--- src/rtl/cmis_cfg.svh ---
// constants for the cache maintenance issue sequencer
`ifndef CMIS_CFG_SVH
`define CMIS_CFG_SVH

// ===========================================================
// snoop-type codes on the read address channel
`define CMIS_SNP_CLEAN_KEEP   4'h8
`define CMIS_SNP_CLEAN_DROP   4'h9
`define CMIS_SNP_DROP_NOWRITE 4'hd

// ===========================================================
// shareability codes
`define CMIS_DOM_NONSH  2'h0
`define CMIS_DOM_INNER  2'h1
`define CMIS_DOM_OUTER  2'h2
`define CMIS_DOM_SYSTEM 2'h3

// ===========================================================
// cacheability attribute values
`define CMIS_CACHE_NORMAL_NC 4'h2
`define CMIS_CACHE_WB_ALLOC  4'hf

// ===========================================================
// line geometry: 64-byte line on a 16-byte data bus
`define CMIS_LINE_MASK 32'hffff_ffc0
`define CMIS_LINE_LEN  8'h03
`define CMIS_LINE_SIZE 3'h4

`endif

--- src/rtl/cmis_pkg.sv ---
// types for the cache maintenance issue sequencer
package cmis_pkg;

  // ===========================================================
  // maintenance kinds requested by the local cache controller
  typedef enum logic [1:0] {
    CMIS_OP_CLEAN_KEEP   = 2'h0,
    CMIS_OP_CLEAN_DROP   = 2'h1,
    CMIS_OP_DROP_NOWRITE = 2'h2
  } cmis_op_t;

  // ===========================================================
  // request from the local cache controller
  typedef struct packed {
    logic [31:0] addr;
    cmis_op_t    op;
    logic        cacheable;
    logic [1:0]  domain;
    logic        devAllCaches;
  } cmis_req_t;

  // ===========================================================
  // read address beat of a maintenance operation
  typedef struct packed {
    logic [31:0] addr;
    logic [3:0]  readSnoopType;
    logic [3:0]  cacheabilityAttr;
    logic [1:0]  shareabilityAttr;
    logic [7:0]  len;
    logic [2:0]  size;
  } cmis_ar_t;

  // ===========================================================
  // dirty-line write request to the local write path
  typedef struct packed {
    logic [31:0] addr;
    logic        evict;
  } cmis_wb_t;

endpackage : cmis_pkg

--- src/rtl/cmis_sequencer.sv ---
// broadcast maintenance operation sequencer with handover phase tracking
`timescale 1ns/1ps
`default_nettype none
`include "cmis_cfg.svh"

// Operation
// - operations use read address channel with snoop codes 8, 9, d
// - wait for outstanding allocating shareable transactions to the line
// - dirty line gets write-back or write-clean completed before clean operations
// - clean line with outstanding cacheable traffic must not end dirty
// - invalidate local copy before clean-and-drop or drop operations
// - issue only after all required transactions and writes completed
// - evicts and local unique writes stay allowed during clean-keep sequence
// - block new allocating shareable transactions to line until sequence ends
// - writes and responses let an external snoop filter track allocation
// - attributes select caches; device all-cache instructions go outer shareable
// - handover runs access, clean, agent access, invalidate, access in order
// - coherent access only phases 1 and 5, agent only phase 3
// - every operation covers exactly one full cache line
// - domain never system shareable, so operation is always normal memory
module cmis_sequencer
  import cmis_pkg::*;
(
  input  wire logic      sys_clk,
  input  wire logic      nrst,
  input  wire logic      cmoEnable,
  input  wire logic      reqValid,
  output logic           reqReady,
  input  wire cmis_req_t req,
  output logic [31:0]    lineAddr,
  input  wire logic      lineDirty,
  input  wire logic      pendAlloc,
  input  wire logic      pendCacheable,
  output logic           blockAlloc,
  output logic           wbValid,
  input  wire logic      wbReady,
  output cmis_wb_t       wb,
  input  wire logic      wbDone,
  output logic           invValid,
  input  wire logic      invReady,
  input  wire logic      invDone,
  output logic           arValid,
  input  wire logic      arReady,
  output cmis_ar_t       ar,
  input  wire logic      rValid,
  output logic           rReady,
  input  wire logic [1:0] rResp,
  input  wire logic      rLast,
  output logic           doneValid,
  output logic [1:0]     doneResp,
  output logic           doneLocal,
  input  wire logic      hoStep,
  output logic [4:0]     hoPhase,
  output logic           coherentOk,
  output logic           agentOk
);

  // ===========================================================
  // state encodings
  typedef enum logic [7:0] {
    S_IDLE    = 8'h01,
    S_DRAIN   = 8'h02,
    S_WBREQ   = 8'h04,
    S_WBWAIT  = 8'h08,
    S_INVREQ  = 8'h10,
    S_INVWAIT = 8'h20,
    S_ISSUE   = 8'h40,
    S_RESP    = 8'h80
  } cmis_state_t;

  typedef enum logic [4:0] {
    P_COH1   = 5'h01,
    P_CLEAN  = 5'h02,
    P_AGENT  = 5'h04,
    P_INVAL  = 5'h08,
    P_COH5   = 5'h10
  } cmis_phase_t;

  // ===========================================================
  // reset release and enable synchroniser
  logic        rstMeta_r;
  logic        rstSyncN_r;
  logic        enMeta_r;
  logic        enSync_r;

  // release through two flops so every other flop leaves reset together
  always_ff @(posedge sys_clk or negedge nrst) begin
    if (!nrst) begin
      rstMeta_r  <= 1'b0;
      rstSyncN_r <= 1'b0;
    end else begin
      rstMeta_r  <= 1'b1;
      rstSyncN_r <= rstMeta_r;
    end
  end

  // enable is a strap from outside the clock domain
  always_ff @(posedge sys_clk or negedge rstSyncN_r) begin
    if (!rstSyncN_r) begin
      enMeta_r <= 1'b0;
      enSync_r <= 1'b0;
    end else begin
      enMeta_r <= cmoEnable;
      enSync_r <= enMeta_r;
    end
  end

  // ===========================================================
  // registers
  cmis_state_t state_r;
  cmis_state_t state_nxt;
  cmis_phase_t phase_r;
  cmis_phase_t phase_nxt;
  cmis_op_t    op_r;
  cmis_ar_t    ar_r;
  logic [31:0] addr_r;
  logic        doneValid_r;
  logic [1:0]  doneResp_r;
  logic        doneLocal_r;

  // ===========================================================
  // request decode
  wire logic       idle      = (state_r == S_IDLE);
  wire logic       opClean   = (req.op != CMIS_OP_DROP_NOWRITE);
  wire logic       opInval   = (req.op != CMIS_OP_CLEAN_KEEP);
  wire logic       phaseOk   = (phase_r == P_COH1) |
                               (phase_r == P_COH5) |
                               ((phase_r == P_CLEAN) & opClean) |
                               ((phase_r == P_INVAL) & opInval);
  wire logic       reqTake   = reqValid & reqReady;
  wire logic [31:0] alignAddr = req.addr & `CMIS_LINE_MASK;

  // operation kind to snoop-type code
  wire logic [3:0] snpCode =
    (req.op == CMIS_OP_CLEAN_KEEP) ? `CMIS_SNP_CLEAN_KEEP :
    (req.op == CMIS_OP_CLEAN_DROP) ? `CMIS_SNP_CLEAN_DROP :
                                     `CMIS_SNP_DROP_NOWRITE;

  // device memory that must reach every cache widens to outer shareable
  wire logic [1:0] domFix =
    req.devAllCaches              ? `CMIS_DOM_OUTER :
    (req.domain == `CMIS_DOM_SYSTEM) ? `CMIS_DOM_OUTER :
                                    req.domain;

  // cacheability is always normal memory, never device
  wire logic [3:0] cacheFix =
    (req.cacheable | req.devAllCaches) ? `CMIS_CACHE_WB_ALLOC :
                                         `CMIS_CACHE_NORMAL_NC;

  // the op register follows the sequence after capture
  wire logic opCleanR = (op_r != CMIS_OP_DROP_NOWRITE);
  wire logic opInvalR = (op_r != CMIS_OP_CLEAN_KEEP);

  // ===========================================================
  // handshake outputs
  assign reqReady   = idle & phaseOk & rstSyncN_r;
  assign wbValid    = (state_r == S_WBREQ);
  assign invValid   = (state_r == S_INVREQ);
  assign arValid    = (state_r == S_ISSUE);
  assign rReady     = (state_r == S_RESP);
  // new allocating traffic to this line waits while busy; evicts and
  // local writes to a unique line are not gated by this block
  assign blockAlloc = ~idle;
  assign lineAddr   = addr_r;
  assign ar         = ar_r;
  // retain copy for clean-keep, evict for clean-and-drop
  assign wb.addr    = addr_r;
  assign wb.evict   = opInvalR;
  assign doneValid  = doneValid_r;
  assign doneResp   = doneResp_r;
  assign doneLocal  = doneLocal_r;
  assign hoPhase    = phase_r;
  assign coherentOk = (phase_r == P_COH1) | (phase_r == P_COH5);
  assign agentOk    = (phase_r == P_AGENT);

  // ===========================================================
  // sequence steps
  wire logic drained  = ~pendAlloc & ~pendCacheable;
  wire logic needWb   = opCleanR & lineDirty;
  wire logic needInv  = opInvalR;
  wire logic lastBeat = rValid & rLast;

  // main sequence
  always_comb begin
    state_nxt = state_r;
    case (state_r)
      S_IDLE: begin
        if (reqTake) begin
          state_nxt = S_DRAIN;
        end
      end
      // dirtiness is sampled only after outstanding traffic settles
      S_DRAIN: begin
        if (drained) begin
          if (needWb) begin
            state_nxt = S_WBREQ;
          end else if (needInv) begin
            state_nxt = S_INVREQ;
          end else begin
            state_nxt = enSync_r ? S_ISSUE : S_IDLE;
          end
        end
      end
      S_WBREQ: begin
        if (wbReady) begin
          state_nxt = S_WBWAIT;
        end
      end
      S_WBWAIT: begin
        if (wbDone) begin
          if (needInv) begin
            state_nxt = S_INVREQ;
          end else begin
            state_nxt = enSync_r ? S_ISSUE : S_IDLE;
          end
        end
      end
      S_INVREQ: begin
        if (invReady) begin
          state_nxt = S_INVWAIT;
        end
      end
      S_INVWAIT: begin
        if (invDone) begin
          state_nxt = enSync_r ? S_ISSUE : S_IDLE;
        end
      end
      S_ISSUE: begin
        if (arReady) begin
          state_nxt = S_RESP;
        end
      end
      // the beat marked last closes the operation
      S_RESP: begin
        if (lastBeat) begin
          state_nxt = S_IDLE;
        end
      end
      default: begin
        state_nxt = S_IDLE;
      end
    endcase
  end

  // local finish without a bus beat when issuing is off
  wire logic finLocal = ~enSync_r & (state_nxt == S_IDLE) &
                        (state_r != S_IDLE) & (state_r != S_RESP);
  wire logic finBus   = (state_r == S_RESP) & lastBeat;

  // ===========================================================
  // handover phases; clean and invalidate phases end only when idle
  always_comb begin
    phase_nxt = phase_r;
    case (phase_r)
      P_COH1:  phase_nxt = hoStep ? P_CLEAN : P_COH1;
      P_CLEAN: phase_nxt = (hoStep & idle) ? P_AGENT : P_CLEAN;
      P_AGENT: phase_nxt = hoStep ? P_INVAL : P_AGENT;
      P_INVAL: phase_nxt = (hoStep & idle) ? P_COH5 : P_INVAL;
      P_COH5:  phase_nxt = hoStep ? P_COH1 : P_COH5;
      default: phase_nxt = P_COH1;
    endcase
  end

  // ===========================================================
  // state and phase registers
  always_ff @(posedge sys_clk or negedge rstSyncN_r) begin
    if (!rstSyncN_r) begin
      state_r <= S_IDLE;
      phase_r <= P_COH1;
    end else begin
      state_r <= state_nxt;
      phase_r <= phase_nxt;
    end
  end

  // ===========================================================
  // capture of the line and its bus beat
  always_ff @(posedge sys_clk or negedge rstSyncN_r) begin
    if (!rstSyncN_r) begin
      addr_r <= 32'h0000_0000;
      op_r   <= CMIS_OP_CLEAN_KEEP;
      ar_r   <= '0;
    end else if (reqTake) begin
      addr_r                <= alignAddr;
      op_r                  <= req.op;
      ar_r.addr             <= alignAddr;
      ar_r.readSnoopType    <= snpCode;
      ar_r.cacheabilityAttr <= cacheFix;
      ar_r.shareabilityAttr <= domFix;
      ar_r.len              <= `CMIS_LINE_LEN;
      ar_r.size             <= `CMIS_LINE_SIZE;
    end
  end

  // ===========================================================
  // completion pulse; the response code is kept until next finish
  always_ff @(posedge sys_clk or negedge rstSyncN_r) begin
    if (!rstSyncN_r) begin
      doneValid_r <= 1'b0;
      doneResp_r  <= 2'h0;
      doneLocal_r <= 1'b0;
    end else begin
      doneValid_r <= finLocal | finBus;
      if (finBus) begin
        doneResp_r  <= rResp;
        doneLocal_r <= 1'b0;
      end else if (finLocal) begin
        doneResp_r  <= 2'h0;
        doneLocal_r <= 1'b1;
      end
    end
  end

endmodule : cmis_sequencer

`default_nettype wire

--- config.mk ---
export PLATFORM = sky130hd
export DESIGN_NAME = cmis_sequencer
export DESIGN_NICKNAME = d
export VERILOG_FILES = /design/src/rtl/cmis_pkg.sv /design/src/rtl/cmis_sequencer.sv
export VERILOG_INCLUDE_DIRS = /design/src /design/src/rtl
export SDC_FILE = /design/constraint.sdc
export NUM_CORES = 1
export LEC_CHECK = 0
export ABC_AREA = 1
export BUFFER_PORTS_ARGS = -buffer_cell sky130_fd_sc_hd__buf_2
export CAP_MARGIN = 20
export CORE_MARGIN = 10
export CORE_UTILIZATION = 47
export CTS_CLUSTER_SIZE = 28
export DETAILED_ROUTE_END_ITERATION = 10
export PLACE_DENSITY = 0.85
export SLEW_MARGIN = 5
export SYNTH_ARGS = -nofsm -noshare
export SYNTH_HDL_FRONTEND = slang
export SYNTH_SLANG_ARGS = --single-unit
--- constraint.sdc ---
create_clock -name sys_clk -period 7.2 [get_ports sys_clk]
set_input_delay 1.44 -clock sys_clk [delete_from_list [all_inputs] [get_ports sys_clk]]
set_output_delay 1.44 -clock sys_clk [all_outputs]
set_load 0.01 [all_outputs]
== Word-level counts from Yosys, hierarchy flattened ==
Cells that the tools add are included.

* Bits in registers: 61
* Output and inout bits: 135
* Word-level logic and storage cells: 89

* Equality and inequality tests: 20
* Mux-type cells: 27
* Bitwise gates (word level): 22
* Reduce and logical (&&, ||, !) cells: 4

{| class="wikitable"
|+ Operator list
! kind !! number
|-
| 2-to-1 mux 8 bit || 8
|-
| one-hot mux 8 bit (8 select lines) || 1
|-
| one-hot mux 5 bit (5 select lines) || 1
|-
| 2-to-1 mux 7 bit || 3
|-
| == test 8 x 1 -> 1 bit, second input constant || 2
|-
| bitwise AND 1 bit || 13
|-
| 2-to-1 mux 2 bit || 5
|-
| 2-to-1 mux 5 bit || 2
|-
| 2-to-1 mux 3 bit || 3
|-
| == test 8 x 2 -> 1 bit, second input constant || 1
|-
| == test 8 x 3 -> 1 bit, second input constant || 1
|-
| == test 8 x 4 -> 1 bit, second input constant || 1
|-
| == test 8 x 5 -> 1 bit, second input constant || 1
|-
| == test 8 x 6 -> 1 bit, second input constant || 1
|-
| == test 8 x 7 -> 1 bit, second input constant || 1
|-
| == test 8 bit, second input constant || 1
|-
| 2-to-1 mux 4 bit || 2
|-
| inequality test 8 x 1 -> 1 bit, second input constant || 1
|-
| inequality test 8 bit, second input constant || 1
|-
| nonzero test 2 bit || 3
|-
| == test 5 x 1 -> 1 bit, second input constant || 1
|-
| == test 5 x 2 -> 1 bit, second input constant || 1
|-
| == test 5 x 3 -> 1 bit, second input constant || 1
|-
| == test 5 x 4 -> 1 bit, second input constant || 1
|-
| 8 further kinds || 17
|}

== Logic depth before layout (Yosys ltp) ==
* Depth after elaboration: 15
* Gate-level depth with buffers: 12

== Worst setup path before layout ==
Ideal clock, no wire load.

* Kind: register to output
* Start: reg rstSyncN_r
* End: out reqReady
* Arrival: 2014 ps
* Path slack: 3746 ps
* Stages on the path, launching flop included: 5
* Path buffers: 0
* Cell sequence: dfrtp_1 inv_1 nor2_4 nand2_1 inv_1

* Longest elaborated chain between the ends: 1

{| class="wikitable"
|+ RTL lines
! item !! RTL line !! text
|-
| start, declared || cmis_sequencer.sv:82 || <nowiki>logic rstSyncN_r;</nowiki>
|-
| start signal, assigned || cmis_sequencer.sv:93 || <nowiki>rstSyncN_r <= rstMeta_r;</nowiki>
|-
| bitwise AND 1 bit || cmis_sequencer.sv:156 || <nowiki>assign reqReady = idle & phaseOk & rstSyncN_r;</nowiki>
|-
| end, declared || cmis_sequencer.sv:28 || <nowiki>output logic reqReady,</nowiki>
|}

No other way between the ends.

== Final worst setup path ==
* Start: in req[4] in the netlist's numbering
* End: out reqReady

* Longest elaborated chain between the ends: 6

{| class="wikitable"
|+ RTL lines
! item !! RTL line !! text
|-
| start, declared || cmis_sequencer.sv:29 || <nowiki>input wire cmis_req_t req,</nowiki>
|-
| inequality test 2 bit || cmis_sequencer.sv:124 || <nowiki>wire logic opClean = (req.op != CMIS_OP_DROP_NOWRITE);</nowiki>
|-
| bitwise AND 1 bit || cmis_sequencer.sv:128 || <nowiki>((phase_r == P_CLEAN) & opClean) |</nowiki>
|-
| OR 1 bit || cmis_sequencer.sv:127 || <nowiki>(phase_r == P_COH5) |</nowiki>
|-
| OR 1 bit (*) || cmis_sequencer.sv:128 ||
|-
| bitwise AND 1 bit (*) (2 in a row) || cmis_sequencer.sv:156 ||
|}

Every way passes the cells marked *; elsewhere a longest branch is shown, timed or not.

==> results.json <==
{
  "use_met3_pct": 4.22,
  "maxCapViolCount": 0,
  "worst_setup_path_start_kind": "primary input",
  "hold_buffers": 0,
  "power_frac_comb_pct": 49.4,
  "met1_usage_pct": 15.6,
  "cts_made_buffers": 5,
  "syn_area_per_cell_um2": 8.02,
  "synth_most_common_cell": "nand2_1",
  "status": "complete, no violations",
  "crit_fanout": 3,
  "max_freq_ghz": 0.278,
  "p_leak_uw": 0.00218,
  "drcViolationCount": 0,
  "fin_nets": 543,
  "clock-root-buffer": "clkbuf_8",
  "cp.required_ps": 5760,
  "drt_first_pass_iters": 4,
  "fin_crit_sh_pct": 50.0,
  "via_per_inst": 4.51,
  "yosysTopAreaCell": "dfrtp_1",
  "gr-total-overflow": 0,
  "finalCriticalPeriod_ps": 3600,
  "netlist.area_leader.share_pct": 42.4,
  "yosys_warnings": 0,
  "antenna_found_initial": 0,
  "crit_family": "simple AND/OR/NAND/NOR gates",
  "met2_usage_pct": 27.0,
  "synth_edf_count": 0,
  "power_density_nw_per_um2": 371,
  "syn2layout_area_growth_pct": 12.4,
  "routed_wl_mm": 8.12,
  "cp_slowest_cell": "buf_2",
  "num_vias": 2552,
  "drive_gt1_share_pct": 39.1,
  "gp_congestion": 0.920,
  "top_usage_layer": "met2",
  "ys_seq_elements": 55,
  "swShare_pct": 44.0,
  "num_antenna_cells": 0,
  "maxSlewHeadroom_pct": 56.4,
  "p_seq_share_pct": 37.8,
  "power_frac_clock_pct": 12.8,
  "synthFlopType": "dfrtp_1",
  "setup_viol": 0,
  "rsz0062_at_grt": "no",
  "hpwl_mm": 6.58,
  "grt_pass1_vias": 2560,
  "cts_tree": "done",
  "grt.total_usage_pct": 14.5,
  "io_pins": 190,
  "end_kind": "primary output",
  "start_util_pct": 48.7,
  "worst_pin_slew_ps": 654,
  "clkLatencyLatePin_ps": 300,
  "critPathKind": "in -> out",
  "cts_max_path_buffers": 2,
  "hold_viol_final": 0,
  "fin_area_um2": 3520,
  "synth.area.top_cells": "dfrtp_1 (42%), buf_4 (21%), nand2_1 (16%), inv_1 (3.1%), nor2_1 (2.3%)",
  "cpPeakStageDelay_ps": 130,
  "netlist_area_um2": 3130,
  "ant_nets": 0,
  "syn_inst": 390,
  "skew_ps": 7.26,
  "tns_ps": 0,
  "rows": 29,
  "cts_sinks": 55,
  "post_drt_wl_per_cell_um": 14.3,
  "portBuffers": 156,
  "post_cts_buffers": 0,
  "fin_total_pwr_uw": 1300,
  "cp.arrival_ps": 2160,
  "synth-async-reset-ratio_pct": 100,
  "holdWs_ps": 364,
  "hold_path_class": "reg -> reg",
  "finalMaxSlewViolations": 0,
  "drt_iter0_drc": 74,
  "synthDistinctLibCells": 29,
  "reg2reg_setup_slack_ps": 4940,
  "p_switching_uw": 574,
  "grt_max_degree": 54,
  "dieWidth_um": 102,
  "core_um2": 6420,
  "fillers": 611,
  "path_cells": "buf_2 -> inv_1 -> nand2_1 -> nand4_1 -> nand3_2 -> nand2_1 -> inv_1 -> buf_2",
  "die_area_um2": 10300,
  "ys_top_cells_by_count": "nand2_1 (137), buf_4 (89), dfrtp_1 (53)",
  "synth-seq-area-share_pct": 44.1,
  "place_area_um2": 3430,
  "cts.repair.resized": 0,
  "path_buf_inv": 4,
  "die_h_um": 102,
  "grt_pass1_wl_mm": 12.3,
  "clk_pin_slew_worst_paths_ps": 100,
  "power.internal_uw": 730,
  "ctsHtreeMaxLevel": 2,
  "peakVddDrop_mv": 0.193
}
==> stage by stage <==
stage / utilization (%) / setup slack (ps) / cells
floorplan: - / 3750 / 416
global placement: 53.4 / 3620 / 558
detailed placement: 53.4 / 3590 / 558
CTS: 54.8 / 3590 / 566
global route: 54.8 / 3520 / 566
finish: 54.8 / 3600 / 566
==> cells by family after synthesis <==
kind of cell           count (synthesis)  synth area share (%)
AOI/OAI and AO/OA                     20                  3.80
DFF                                   55                  44.1
buffers and inverters                127                  25.9
other                                  2                 0.240
and+or+nand+nor                      186                  26.0
==> flip-flops by register name, indices dropped and copies added, names as in the netlist <==
signal	count
doneLocal	1
lineAddr	26
doneValid	1
rstSyncN_r	1
op_r	2
doneResp	2
enSync_r	1
rstMeta_r	1
hoPhase	5
enMeta_r	1
state_r	8
ar	6
==> worst paths after layout <==
check / endpoint / cells past startpoint / startpoint
max: reqReady / 8 / req[4]
min: rstSyncN_r / 0 / rstMeta_r
max reg2reg: op_r[1] / 9 / hoPhase[3]
min reg2reg: rstSyncN_r / 0 / rstMeta_r
max in group asynchronous: rstSyncN_r / 1 / nrst
min in group asynchronous: hoPhase[1] / 1 / rstSyncN_r
==> cell type report <==
cell class                      instances  area (um^2)  area share [%]
Tap cell                               77         96.3            2.74
Multi-Input combinational cell        234         1040            29.5
Timing Repair Buffer                  157          788            22.4
Clock buffer                            6         72.6            2.06
Clock inverter                          2         12.5           0.356
Sequential cell                        55         1380            39.2
Inverter                               35          131            3.74
==> metal layers <==
layer,up-vias,routed length (um)
li1,1269,-
met1,1179,3020
met2,102,4340
met3,2,704
met4,0,48
met5,-,0
==> worst register-to-register path, stage by stage, from the launching register on <==
cell and delay, ps:
dfrtp_1 430, nor2_2 230, nand2_1 120, nand2_1 70, nand2_1 70, nand3_2 90, nand3_4 320, inv_2 580
nand2_1 150, o21ai_1 120
==> cell usage in the layout, fill, tap and decap left out, drive strengths merged <==
master / count
clkinvlp: 1
o221ai: 1
inv: 35
nand3: 13
conb: 28
a21oi: 2
dfrtp: 53
dfstp: 2
nand2: 142
nor2: 25
or2: 2
o21a: 1
o21ai: 9
o31ai: 1
clkbuf: 6
clkinv: 1
a22o: 1
o22ai: 5
buf: 157
nor3: 1
nand4: 3
==> power by group through the flow <==
stage | clock network (uW) | registers [uW] | logic [uW]
after CTS | 173 | 495 | 661
after global routing | 187 | 510 | 716
after floorplan | 0 | 542 | 498
final | 167 | 493 | 644
after global placement | 0 | 492 | 647
after detailed placement | 0 | 500 | 659
Note: power is estimated with default switching activity, not from simulation.
